$ cat src/verilog/port_six_pkg.sv
package port_six_pkg;
    // register map, one aligned word each
    localparam logic [7:0] PORT_REG_OFS   = 8'h00;
    localparam logic [7:0] SERIAL_CTL_OFS = 8'h04;
    // bit positions in the port location
    localparam int unsigned PIN2_BIT      = 2;
    localparam int unsigned PIN3_BIT      = 3;
    localparam int unsigned PULLUP_BIT    = 7;
    // bit positions in the serial control register
    localparam int unsigned SER_EN_BIT    = 7;
    localparam int unsigned SER_SYNC_BIT  = 4;
    localparam int unsigned SER_MAST_BIT  = 5;
    // reset values
    localparam logic [1:0] OD_LATCH_RST   = 2'h0;
    localparam logic       PULLUP_RST     = 1'b0;
    localparam logic [7:0] SER_CTL_RST    = 8'h00;
    localparam logic [31:0] UNMAPPED_DATA = 32'h0000_0000;
    // serial pin ownership modes
    typedef enum logic [1:0] {
        MODE_PORT,
        MODE_ASYNC,
        MODE_SYNC_SLAVE,
        MODE_SYNC_MASTER
    } serial_mode_e;
endpackage

$ cat src/verilog/pin_sync.sv
`timescale 1ns/100ps
// two-stage synchroniser for a group of pin inputs
module pin_sync #(
    parameter int unsigned WIDTH = 6
) (
    input  wire logic             clk_i,
    input  wire logic             rst_i,
    input  wire logic [WIDTH-1:0] async_i,
    output logic      [WIDTH-1:0] sync_o
);
    logic [WIDTH-1:0] meta_q;

    // first stage feeds only the second
    always_ff @(posedge clk_i) begin
        if (rst_i) begin
            meta_q <= '0;
            sync_o <= '0;
        end else begin
            meta_q <= async_i;
            sync_o <= meta_q;
        end
    end
endmodule

$ cat src/verilog/port_six.sv
// Chosen here: the Wishbone register port and the address map.
`timescale 1ns/100ps
// What this block does
// - pin zero is input only and also feeds the first external interrupt input.
// - pin one is input only and also feeds the second interrupt and the timer clock input.
// - pins two and three are open-drain outputs driven from their latch bits.
// - with the serial port enabled, pin four is sync data both ways or async receive input.
// - with the serial port enabled, pin five is sync clock in or out, or async transmit out.
// - with the serial port disabled, pins four and five are plain input-only pins.
// - bit six of the port location always reads zero.
// - bit seven is a pinless control bit whose zero enables second-port weak pull-ups.
// - reads return pin levels while writes update the data latch.
// - writes change latch state only for pins two and three.
module port_six (
    input  wire logic        clk_i,
    input  wire logic        rst_i,
    // classic wishbone slave
    input  wire logic        cyc_i,
    input  wire logic        stb_i,
    input  wire logic        we_i,
    input  wire logic [7:0]  adr_i,
    input  wire logic [3:0]  sel_i,
    input  wire logic [31:0] dat_i,
    output logic      [31:0] dat_o,
    output logic             ack_o,
    // pins
    input  wire logic [5:0]  pin_i,
    output logic             pin_two_open_drain_oe_o,
    output logic             pin_three_open_drain_oe_o,
    output logic             pin_four_serial_rx_o,
    output logic             pin_four_serial_rx_oe_o,
    output logic             pin_five_serial_tx_o,
    output logic             pin_five_serial_tx_oe_o,
    // on-chip serial port side
    input  wire logic        sync_serial_data_out_i,
    input  wire logic        sync_serial_data_oe_i,
    input  wire logic        sync_serial_clock_out_i,
    input  wire logic        async_tx_data_i,
    output logic             serial_rx_data_o,
    output logic             sync_serial_clock_in_o,
    // interrupt, timer and second-port pull-up side
    output logic             ext_irq_a_o,
    output logic             timer_clock_irq_in_o,
    output logic             second_port_pullup_en_o
);
    import port_six_pkg::*;

    logic [5:0]   pins_s;
    logic [1:0]   od_latch_q;
    logic         pullup_ctl_q;
    logic [7:0]   ser_ctl_q;
    logic         ack_q;
    logic [31:0]  dat_q;
    logic         req;
    logic         wr_port;
    logic         wr_ser;
    logic [7:0]   port_view;
    serial_mode_e mode;

    // one address compare shared by the write strobes and the read checks below
    function automatic logic reg_hit(input logic [7:0] adr, input logic [7:0] ofs);
        return adr == ofs;
    endfunction

    // pins arrive asynchronously, so every read sees them after two flops
    pin_sync #(.WIDTH(6)) u_sync (
        .clk_i  (clk_i),
        .rst_i  (rst_i),
        .async_i(pin_i),
        .sync_o (pins_s)
    );

    assign req     = cyc_i && stb_i && !ack_q;
    assign wr_port = req && we_i && sel_i[0] && reg_hit(adr_i, PORT_REG_OFS);
    assign wr_ser  = req && we_i && sel_i[0] && reg_hit(adr_i, SERIAL_CTL_OFS);

    // only pins two and three hold latched output state
    always_ff @(posedge clk_i) begin
        if (rst_i) begin
            od_latch_q <= OD_LATCH_RST;
        end else if (wr_port) begin
            od_latch_q <= {dat_i[PIN3_BIT], dat_i[PIN2_BIT]};
        end
    end

    // pull-up control has no pin behind it
    always_ff @(posedge clk_i) begin
        if (rst_i) begin
            pullup_ctl_q <= PULLUP_RST;
        end else if (wr_port) begin
            pullup_ctl_q <= dat_i[PULLUP_BIT];
        end
    end

    // serial control stands in for the enable and mode bits of the uart
    always_ff @(posedge clk_i) begin
        if (rst_i) begin
            ser_ctl_q <= SER_CTL_RST;
        end else if (wr_ser) begin
            ser_ctl_q <= dat_i[7:0];
        end
    end

    // decode who owns pins four and five
    always_comb begin
        if (!ser_ctl_q[SER_EN_BIT]) begin
            mode = MODE_PORT;
        end else if (!ser_ctl_q[SER_SYNC_BIT]) begin
            mode = MODE_ASYNC;
        end else if (ser_ctl_q[SER_MAST_BIT]) begin
            mode = MODE_SYNC_MASTER;
        end else begin
            mode = MODE_SYNC_SLAVE;
        end
    end

    // pin levels on 5:0, zero on 6, written control on 7
    assign port_view = {pullup_ctl_q, 1'b0, pins_s};

    // one wait state: answer the cycle after the request is seen
    always_ff @(posedge clk_i) begin
        if (rst_i) begin
            ack_q <= 1'b0;
            dat_q <= UNMAPPED_DATA;
        end else begin
            ack_q <= req;
            if (req && !we_i) begin
                case (adr_i)
                    PORT_REG_OFS:   dat_q <= {24'h00_0000, port_view};
                    SERIAL_CTL_OFS: dat_q <= {24'h00_0000, ser_ctl_q};
                    default:        dat_q <= UNMAPPED_DATA;
                endcase
            end
        end
    end

    assign ack_o = ack_q;
    assign dat_o = dat_q;

    // open drain: drive low only while the latch holds zero
    assign pin_two_open_drain_oe_o   = !od_latch_q[0];
    assign pin_three_open_drain_oe_o = !od_latch_q[1];

    // pin four: sync data out when the uart drives it, else input
    always_comb begin
        pin_four_serial_rx_o    = 1'b0;
        pin_four_serial_rx_oe_o = 1'b0;
        case (mode)
            MODE_SYNC_SLAVE, MODE_SYNC_MASTER: begin
                pin_four_serial_rx_o    = sync_serial_data_out_i;
                pin_four_serial_rx_oe_o = sync_serial_data_oe_i;
            end
            default: begin
                pin_four_serial_rx_oe_o = 1'b0;
            end
        endcase
    end

    // pin five: tx out async, clock out as master, clock in as slave
    always_comb begin
        pin_five_serial_tx_o    = 1'b0;
        pin_five_serial_tx_oe_o = 1'b0;
        case (mode)
            MODE_ASYNC: begin
                pin_five_serial_tx_o    = async_tx_data_i;
                pin_five_serial_tx_oe_o = 1'b1;
            end
            MODE_SYNC_MASTER: begin
                pin_five_serial_tx_o    = sync_serial_clock_out_i;
                pin_five_serial_tx_oe_o = 1'b1;
            end
            default: begin
                pin_five_serial_tx_oe_o = 1'b0;
            end
        endcase
    end

    // inputs to the uart are gated so a disabled port feeds it idle levels
    assign serial_rx_data_o       = (mode != MODE_PORT) && pins_s[4];
    assign sync_serial_clock_in_o = (mode == MODE_SYNC_SLAVE) && pins_s[5];

    // interrupt and timer inputs always follow pins zero and one
    assign ext_irq_a_o             = pins_s[0];
    assign timer_clock_irq_in_o    = pins_s[1];
    assign second_port_pullup_en_o = !pullup_ctl_q;
endmodule

$ cat config.mk
export PLATFORM = sky130hd
export DESIGN_NAME = port_six
export DESIGN_NICKNAME = d
export VERILOG_FILES = /design/src/verilog/port_six_pkg.sv /design/src/verilog/pin_sync.sv /design/src/verilog/port_six.sv
export SDC_FILE = /design/constraint.sdc
export NUM_CORES = 1
export LEC_CHECK = 0
export ABC_AREA = 1
export ABC_CLOCK_PERIOD_IN_PS = 1130
export BUFFER_PORTS_ARGS = -buffer_cell sky130_fd_sc_hd__buf_4
export CAP_MARGIN = 20
export CORE_MARGIN = 10
export CORE_UTILIZATION = 42
export CTS_BUF_LIST = sky130_fd_sc_hd__clkbuf_2 sky130_fd_sc_hd__clkbuf_4 sky130_fd_sc_hd__clkbuf_8
export DETAILED_ROUTE_END_ITERATION = 12
export PLACE_DENSITY_LB_ADDON = 0.25
export SYNTH_ARGS = -nofsm -noshare
export SYNTH_HDL_FRONTEND = slang
export SYNTH_SLANG_ARGS = --single-unit
$ cat constraint.sdc
create_clock -name clk_i -period 1.13 [get_ports clk_i]
set_input_delay 0.113 -clock clk_i [delete_from_list [all_inputs] [get_ports clk_i]]
set_output_delay 0.113 -clock clk_i [all_outputs]
set_load 0.05 [all_outputs]
==> results of run 1 <==
## cell families (layout without fill, tap and decap cells)
group	Yosys count	in the layout	synth area share [%]
other cells	1	24	0.250
flops	32	32	42.8
buf+inv	62	108	23.1
compound gates	13	13	4.34
simple gates	99	99	29.6
## path summary, 6_finish.rpt
check / cells after the start / end / start
hold reg to reg: 2 / u_sync.sync_o[0] / u_sync.meta_q[0]
setup reg to reg: 9 / dat_o[4] / ack_o
hold / removal: 3 / ser_ctl_q[5] / dat_i[5]
setup / recovery: 4 / pin_five_serial_tx_o / ser_ctl_q[7]
## repair_timing
item | CTS | global route
setup buffers | 2 | 1
setup endpoints to repair | 15 | 25
hold buffers | 6 | 0
cloned | 1 | 0
pin swaps | 13 | 32
resized for setup | 35 | 56
hold endpoints to repair | 6 | 0
## cells in the final DEF (no fill, tap or decap), types with 2 or more instances in the layout
cell type      count
dfxtp_4            3
a21oi_1            2
dlygate4sd3_1      6
buf_8              2
nand3_1            5
nor2_1            20
conb_1            24
nor2_2             3
dfxtp_1           28
buf_4             50
nand2_2            7
clkbuf_8           2
clkbuf_4           5
inv_2              4
buf_12             4
nand3_2           22
nand2_1           22
inv_1             26
a21oi_2           11
nand2_4            9
nor2_4             5
buf_6              7
nand3_4            5
## state kept, by name, indices dropped and copies added, names as in the netlist
register,count
u_sync.sync_o,6
u_sync.meta_q,6
dat_o,8
ser_ctl_q,8
od_latch_q,2
ack_o,1
pullup_ctl_q,1
## through the flow
step	util, %	instance area [sq um]	hold slack (ps)
finish	73.2	2480	27.4
global route	73.2	2480	13.8
CTS	67.2	2280	35.0
detailed placement	57.5	1950	318
global placement	57.5	1950	315
floorplan	-	1640	220
## layout make-up
| class | instances | area, sq um |
|---|---|---|
| inverter | 31 | 129 |
| multi-input combinational | 136 | 923 |
| clock buffer | 7 | 65.1 |
| fill | 255 | 907 |
| clock inverter | 1 | 30.0 |
| tap | 46 | 57.6 |
| timing repair buffer | 69 | 624 |
| sequential | 32 | 653 |
## metal layers
metal | part of all wire [%] | GRT usage, %
met2 | 54 | 22.6
met3 | 6.8 | 5.41
met5 | 0 | 0
met1 | 38 | 11.1
met4 | 0.96 | 5.73
## worst register-to-register path, delay by kind of cell (launching register included)
family	cells	cell delay [ps]
DFF	1	360
buffers and inverters	4	310
and+or+nand+nor	5	470
## power by group
part	internal, mW	switching, mW
registers	1.14	0.00954
logic	0.132	0.313
clock network	0.587	0.387
total	1.86	0.709
==> impl_metrics.tcl, run 1 <==
set metrics [dict create \
    drt_wl_total_um 4360 \
    track_usage_pct 12.2 \
    synth_ff_type "dfxtp_1" \
    fin_ws_ps -193 \
    clock_skew_ps 4.42 \
    syn_avg_cell_area_sq_um 7.24 \
    start_util_pct 44.2 \
    clkTransAtPathRegs_ps 100 \
    rsz0062_at_grt "yes" \
    end_kind "output port" \
    n_antenna_cell 0 \
    clkLatencyLatePin_ps 340 \
    drv_slew 0 \
    critical_path.slowest_cell "dfxtp_4" \
    wl_per_cell_um 13.5 \
    r2r_slack_ps -90 \
    ant_nets 0 \
    synth.most_common_cell "nand2_1" \
    place.gp.congestion 0.808 \
    crit_type "flip-flop to output port" \
    power_mw 2.57 \
    vias_per_cell 4.42 \
    synth.distinct_cells 14 \
    grt_pass1_vias 1390 \
    hold_viol_final 0 \
    required_ps 1020 \
    power_density_nw_per_um2 1040 \
    syn_area_sq_um 1500 \
    leakagePower_nw 1.16 \
    critical_path_arrival_ps 1210 \
    critPathLaunchType "flip-flop" \
    synth.top_cell.area_share_pct 42.8 \
    drt_iter0_markers 57 \
    num_rows 21 \
    synth_edf_count 0 \
    grt_start_max_net_pins 28 \
    die_y_um 79.7 \
    path_max_fanout 4 \
    hpwlAfterDp_um 2930 \
    htree_levels 2 \
    cts_tree "done" \
    synth_top_cell_by_area "dfxtp_1" \
    hp-class "primary input to flip-flop" \
    ir_drop_uv 711 \
    ys_async_sr_fraction_pct 0 \
    numPortBuffers 51 \
    grt_overflow 0 \
    path_cells "nand2_4 -> nor2_2 -> nor3_4 -> buf_6" \
    cp_slowest_stage_delay_ps 380 \
    path_delay_family "flip-flops" \
    clock_sinks 32 \
    cts_made_buffers 5 \
    synth_commonest_cells "nand2_1 (38), dfxtp_1 (32), inv_1 (31)" \
    pin_count 103 \
    setup_viol 23 \
    vias 1424 \
    yosysWarningCount 0 \
    finalCriticalPeriod_ps 1320 \
    drc 0 \
    die_w_um 79.7 \
    dpl_worst_slack_ps -48.6 \
    grt_pass1_wl_um 6200 \
    cts_buffer_depth 2 \
    synth_area_leaders "dfxtp_1 (43%), buf_4 (13%), nand3_1 (10%)" \
    antenna_found_initial 0 \
    core_region_area_sq_um 3390 \
    status "finished with violations" \
    final_cells 322 \
    nets 334 \
    violations "negative setup slack" \
    fin_crit_sh_pct 117 \
    max_freq_ghz 0.756 \
    path_buf_inv 1 \
    cts-root-buf "clkbuf_4" \
    syn_to_final_growth_pct 65.7 \
    dpl.cell_count 305 \
    netlist_instances 207 \
    dieArea_sq_um 6350 \
    drtPass1Iterations 4 \
    drive_gt1_share_pct 51.8 \
    drv_cap 0 \
    synth_seq_area_share_pct 42.8 \
    ys_ff_latch 32 \
    tns_ps -1460 \
]
(Power assumes the default switching activity.)
==> run 2, diff against run 1 <==
Settings changed: GPL_TIMING_DRIVEN set to 0.
==> run 2 against run 1 <==
The flow still finishes with violations (negative setup slack). Wire length is 5.4% higher. Clock-buffer cell count fell by 2. Final area is 3.3% higher. Worst hold slack got worse by 22 ps. Via count is 9.1% higher. Cell count grew 9.6%. Critical path depth unchanged. First-iteration DRC count increased by 86%. Clock power down 33%. Maximum frequency is 0.58% lower.
==> impl_metrics.tcl, run 2 (synthesis gave the netlist of run 1 again) <==
set metrics [dict create \
    hp-class "primary input to flip-flop" \
    place.gp.congestion 0.828 \
    tightest_slew_ps 591 \
    end_kind "output port" \
    numPortBuffers 50 \
    hold_viol_final 0 \
    core_region_area_sq_um 3390 \
    grt_pass1_wl_um 6630 \
    critPathLaunchType "flip-flop" \
    drv_slew 0 \
    grt_overflow 0 \
    clkLatencyLatePin_ps 360 \
    wl_per_cell_um 13.0 \
    min_to "pullup_ctl_q" \
    fin_ws_ps -201 \
    fill_cells 254 \
    num_rows 21 \
    timing.rr.end "ser_ctl_q[5]" \
    nets 365 \
    cts_buffer_depth 2 \
    drt_wl_total_um 4590 \
    cp_slowest_stage_delay_ps 380 \
    min_from "dat_i[7]" \
    grt_start_max_net_pins 12 \
    final_cells 353 \
    die_w_um 79.7 \
    cts-root-buf "clkbuf_4" \
    ir_drop_uv 617 \
    syn_to_final_growth_pct 71.2 \
    ant_nets 0 \
    clkTransAtPathRegs_ps 110 \
    violations "negative setup slack" \
    pin_count 103 \
    drive_gt1_share_pct 52.1 \
    max_freq_ghz 0.751 \
    n_antenna_cell 0 \
    drv_cap 0 \
    cts_tree "done" \
    seq_area_sq_um 654 \
    drc 0 \
    critical_path.slowest_cell "dfxtp_4" \
    finalCriticalPeriod_ps 1330 \
    vias 1554 \
    leakagePower_nw 1.25 \
    fin_crit_sh_pct 118 \
    path_buf_inv 1 \
    layout_commonest_cell "buf_4" \
    power_density_nw_per_um2 902 \
    hpwlAfterDp_um 2970 \
    drtPass1Iterations 4 \
    start_util_pct 44.2 \
    critical_path_arrival_ps 1220 \
    htree_levels 2 \
    path_cells "nand2_4 -> nor2_4 -> nor3_4 -> buf_6" \
    path_max_fanout 4 \
    grt_pass1_vias 1458 \
    multi_input_area_sq_um 862 \
    rr_worst_depth 7 \
    r2r_slack_ps -90 \
    dieArea_sq_um 6350 \
    antenna_found_initial 0 \
    path_delay_family "flip-flops" \
    crit_type "flip-flop to output port" \
    maxSlewHeadroom_pct 60.6 \
    die_y_um 79.7 \
    rsz0062_at_grt "yes" \
    vias_per_cell 4.40 \
    clock_sinks 32 \
    clock_skew_ps 21.6 \
    status "finished with violations" \
    required_ps 1020 \
    dpl.cell_count 326 \
    setup_viol 21 \
    timing.rr.start "ack_o" \
    dpl_worst_slack_ps -77.9 \
    cts_made_buffers 5 \
    worst_hold_path.num_cells 3 \
    mostFrequentLayoutCells "buf_4 (76), dfxtp_1 (27), inv_1 (26), nand2_1 (25), conb_1 (24)" \
    drt_iter0_markers 106 \
    track_usage_pct 13.1 \
]
==> run 2: changes by cell type in the layout (fill, tap and decap cells not counted), sizes merged <==
| cell | change |
|---|---|
| buf | +27 |
| clkinv | +3 |
| bufinv | -1 |
| clkbuf | +1 |
| dlygate4sd3 | +1 |
==> run 2: how the worst max path moves through the flow <==
stage                             from                      to  slack [ps]  cells after the start
after detailed placement         ack_o                dat_o[0]         -80                      8
after floorplan           ser_ctl_q[7]  sync_serial_clock_in_o        -140                      2
final                     ser_ctl_q[4]    pin_five_serial_tx_o        -200                      4
after global placement           ack_o                dat_o[3]         -70                      8
after global routing      ser_ctl_q[4]    pin_five_serial_tx_o        -240                      4
after CTS                 ser_ctl_q[4]    pin_five_serial_tx_o        -200                      4
==> run 2: layer usage <==
metal | vias to the layer above | track usage, % | wire [um]
met4 | 0 | 6.09 | 112
met3 | 13 | 6.64 | 364
li1 | 783 | - | -
met1 | 704 | 12.3 | 1720
met2 | 54 | 23.3 | 2400
met5 | - | 0 | 0
==> run 2: timing repair <==
item | CTS | global route
cloned | 1 | 1
endpoints found under the setup margin | 14 | 26
gates resized for setup | 31 | 43
pin swaps | 10 | 15
hold buffers | 6 | 1
hold endpoints to repair | 6 | 1
setup buffers | 6 | 4
==> run 2: area by class of cell <==
class / instances / area share (%)
buffer: 31 / 9.08
clock buffer: 5 / 1.46
timing repair buffer: 69 / 22.8
multi-input combinational: 136 / 33.6
sequential: 32 / 25.5
clock inverter: 3 / 0.732
tap: 46 / 2.24
inverter: 31 / 4.54
==> run 2: report_power, final <==
group	total, mW	leakage, nW	internal (mW)	switching, mW
clock	0.653	0.0349	0.238	0.415
combinational	0.503	0.947	0.188	0.315
sequential	1.16	0.264	1.14	0.0114
total	2.31	1.25	1.57	0.741
==> run 2: tightest hold or removal path, stage by stage <==
cell and delay, ps:
buf_4 120, nand3_2 70, a21oi_2 40
==> run 2: stage by stage <==
stage	hold WS (ps)	power (mW)	setup TNS, ps	cell area [sq um]	utilization, %
5_1_grt	1.24	2.42	-3450	2560	75.6
4_1_cts	7.40	2.29	-859	2350	69.3
6_report	5.22	2.31	-1890	2560	75.6
3_5_place_dp	320	1.63	-696	2070	61.1
3_3_place_gp	314	1.62	-475	2070	61.1
2_1_floorplan	220	1.51	-697	1640	-
==> run 3, diff against run 2 <==
Settings changed: SETUP_SLACK_MARGIN set to 0.3.
==> run 3 against run 2 <==
The flow still finishes with violations (negative setup slack). Clock-buffer cell count is 1 higher. First-iteration DRC count is 7.5% lower. Global-route usage is 1.5 points higher. Register-to-register slack worse by 90 ps. Critical path type unchanged. Largest cell class is now non-clock buffers.
==> impl_metrics.tcl, run 3 (synthesis gave the netlist of run 1 again) <==
set metrics [dict create \
    status "finished with violations" \
    violations "negative setup slack" \
    cts-root-buf "clkbuf_4" \
    ant_nets 0 \
    htree_levels 2 \
    dieArea_sq_um 6350 \
    crit_type "flip-flop to output port" \
    layout_commonest_cell "buf_4" \
    clock_sinks 32 \
    grt_overflow 0 \
    syn_to_final_growth_pct 92.6 \
    required_ps 1020 \
    vias_per_cell 4.56 \
    wl_per_cell_um 14.6 \
    path_buf_inv 1 \
    power_density_nw_per_um2 831 \
    numPortBuffers 50 \
    vias 1655 \
    n_antenna_cell 0 \
    finalCriticalPeriod_ps 1350 \
    critical_path.slowest_cell "dfxtp_4" \
    final_area_sq_um 2890 \
    cts_buffer_depth 2 \
    tightest_slew_ps 521 \
    die_y_um 79.7 \
    place.gp.congestion 0.819 \
    track_usage_pct 14.6 \
    cts_made_buffers 5 \
    setup_viol 25 \
    grt_start_max_net_pins 11 \
    path_cells "a21oi_4 -> nor3_4 -> buf_6" \
    path_delay_family "flip-flops" \
    hpwlAfterDp_um 3050 \
    cp_slowest_stage_delay_ps 440 \
    pin_count 103 \
    maxSlewHeadroom_pct 65.3 \
    max_freq_ghz 0.742 \
    critPathLaunchType "flip-flop" \
    core_region_area_sq_um 3390 \
    num_rows 21 \
    critical_path_arrival_ps 1230 \
    leakagePower_nw 1.35 \
    cts_tree "done" \
    final_cells 363 \
    place_area_sq_um 2160 \
    mostFrequentLayoutCells "buf_4 (70), conb_1 (24), nand3_2 (23), nand2_1 (22), inv_1 (21)" \
    rsz0062_at_grt "yes" \
    hp-class "primary input to flip-flop" \
    drt_iter0_markers 98 \
    drv_cap 0 \
    dpl_worst_slack_ps -75.0 \
    start_util_pct 44.2 \
    drive_gt1_share_pct 63.7 \
    clkLatencyLatePin_ps 330 \
    die_w_um 79.7 \
    clkTransAtPathRegs_ps 110 \
    power_mw 2.40 \
    clock_skew_ps 7.90 \
    ir_drop_uv 981 \
    grt_pass1_wl_um 7540 \
    antenna_found_initial 0 \
    fin_crit_sh_pct 119 \
    grt_pass1_vias 1566 \
    nets 375 \
    path_max_fanout 4 \
    fin_ws_ps -218 \
    drt_wl_total_um 5290 \
    drv_slew 0 \
    hold_viol_final 0 \
    end_kind "output port" \
    dpl.cell_count 326 \
    drtPass1Iterations 4 \
    drc 0 \
]
-- run 3: changes by cell type in the layout (fill, tap and decap cells not counted), sizes merged --
cell	delta
buf	+11
clkinv	-1
dlygate4sd3	-1
clkbuf	+1
inv	-2
clkinvlp	+2
-- run 3: tightest hold or removal path: cells and delay by family --
family	cells	cell delay, ps
AOI/OAI and AO/OA	1	40
buffers and inverters	1	110
and+or+nand+nor	1	60
-- run 3: metal layers --
layer	up-vias	wire [um]	GRT usage, %	share of wire [%]
met5	-	0	0	0
met3	10	464	6.42	8.8
met1	769	1900	15.2	36
li1	805	-	-	-
met4	0	59	4.48	1.1
met2	71	2870	25.8	54
-- run 3: worst paths after layout --
kind | to | slack [ps] | startpoint | cells after the start
min | ser_ctl_q[6] | 30 | dat_i[6] | 3
min reg2reg | u_sync.sync_o[0] | 400 | u_sync.meta_q[0] | 2
max | pin_five_serial_tx_o | -220 | ser_ctl_q[7] | 3
max reg2reg | dat_o[5] | -180 | ack_o | 8
-- run 3: layout make-up --
| class | instances | area (sq um) |
|---|---|---|
| sequential | 32 | 669 |
| multi-input combinational | 136 | 932 |
| tap | 46 | 57.6 |
| buffer | 31 | 238 |
| inverter | 31 | 126 |
| clock inverter | 2 | 10.0 |
| clock buffer | 6 | 51.3 |
| fill | 182 | 504 |
| timing repair buffer | 79 | 801 |
-- run 3: power breakdown --
group	switching, mW	internal (mW)	leakage [nW]
clock	0.402	0.296	0.0380
sequential	0.0121	1.14	0.270
combinational	0.331	0.211	1.04
total	0.745	1.65	1.35
-- run 3: repair_timing --
action	4_1_cts	5_1_grt
hold buffers	6	0
buffers inserted	14	7
resized for setup	74	45
gates cloned	2	0
pin swaps	10	22
endpoints found under the hold margin	6	0
setup endpoints to repair	39	42
-- run 3: stage by stage --
stage               TNS, ps  hold WS, ps  utilization (%)
floorplan              -175          220                -
global placement       -257          312             63.7
detailed placement     -426          320             63.7
CTS                   -1610         26.0             78.3
global route          -3850         35.6             85.1
finish                -2460         29.8             85.1
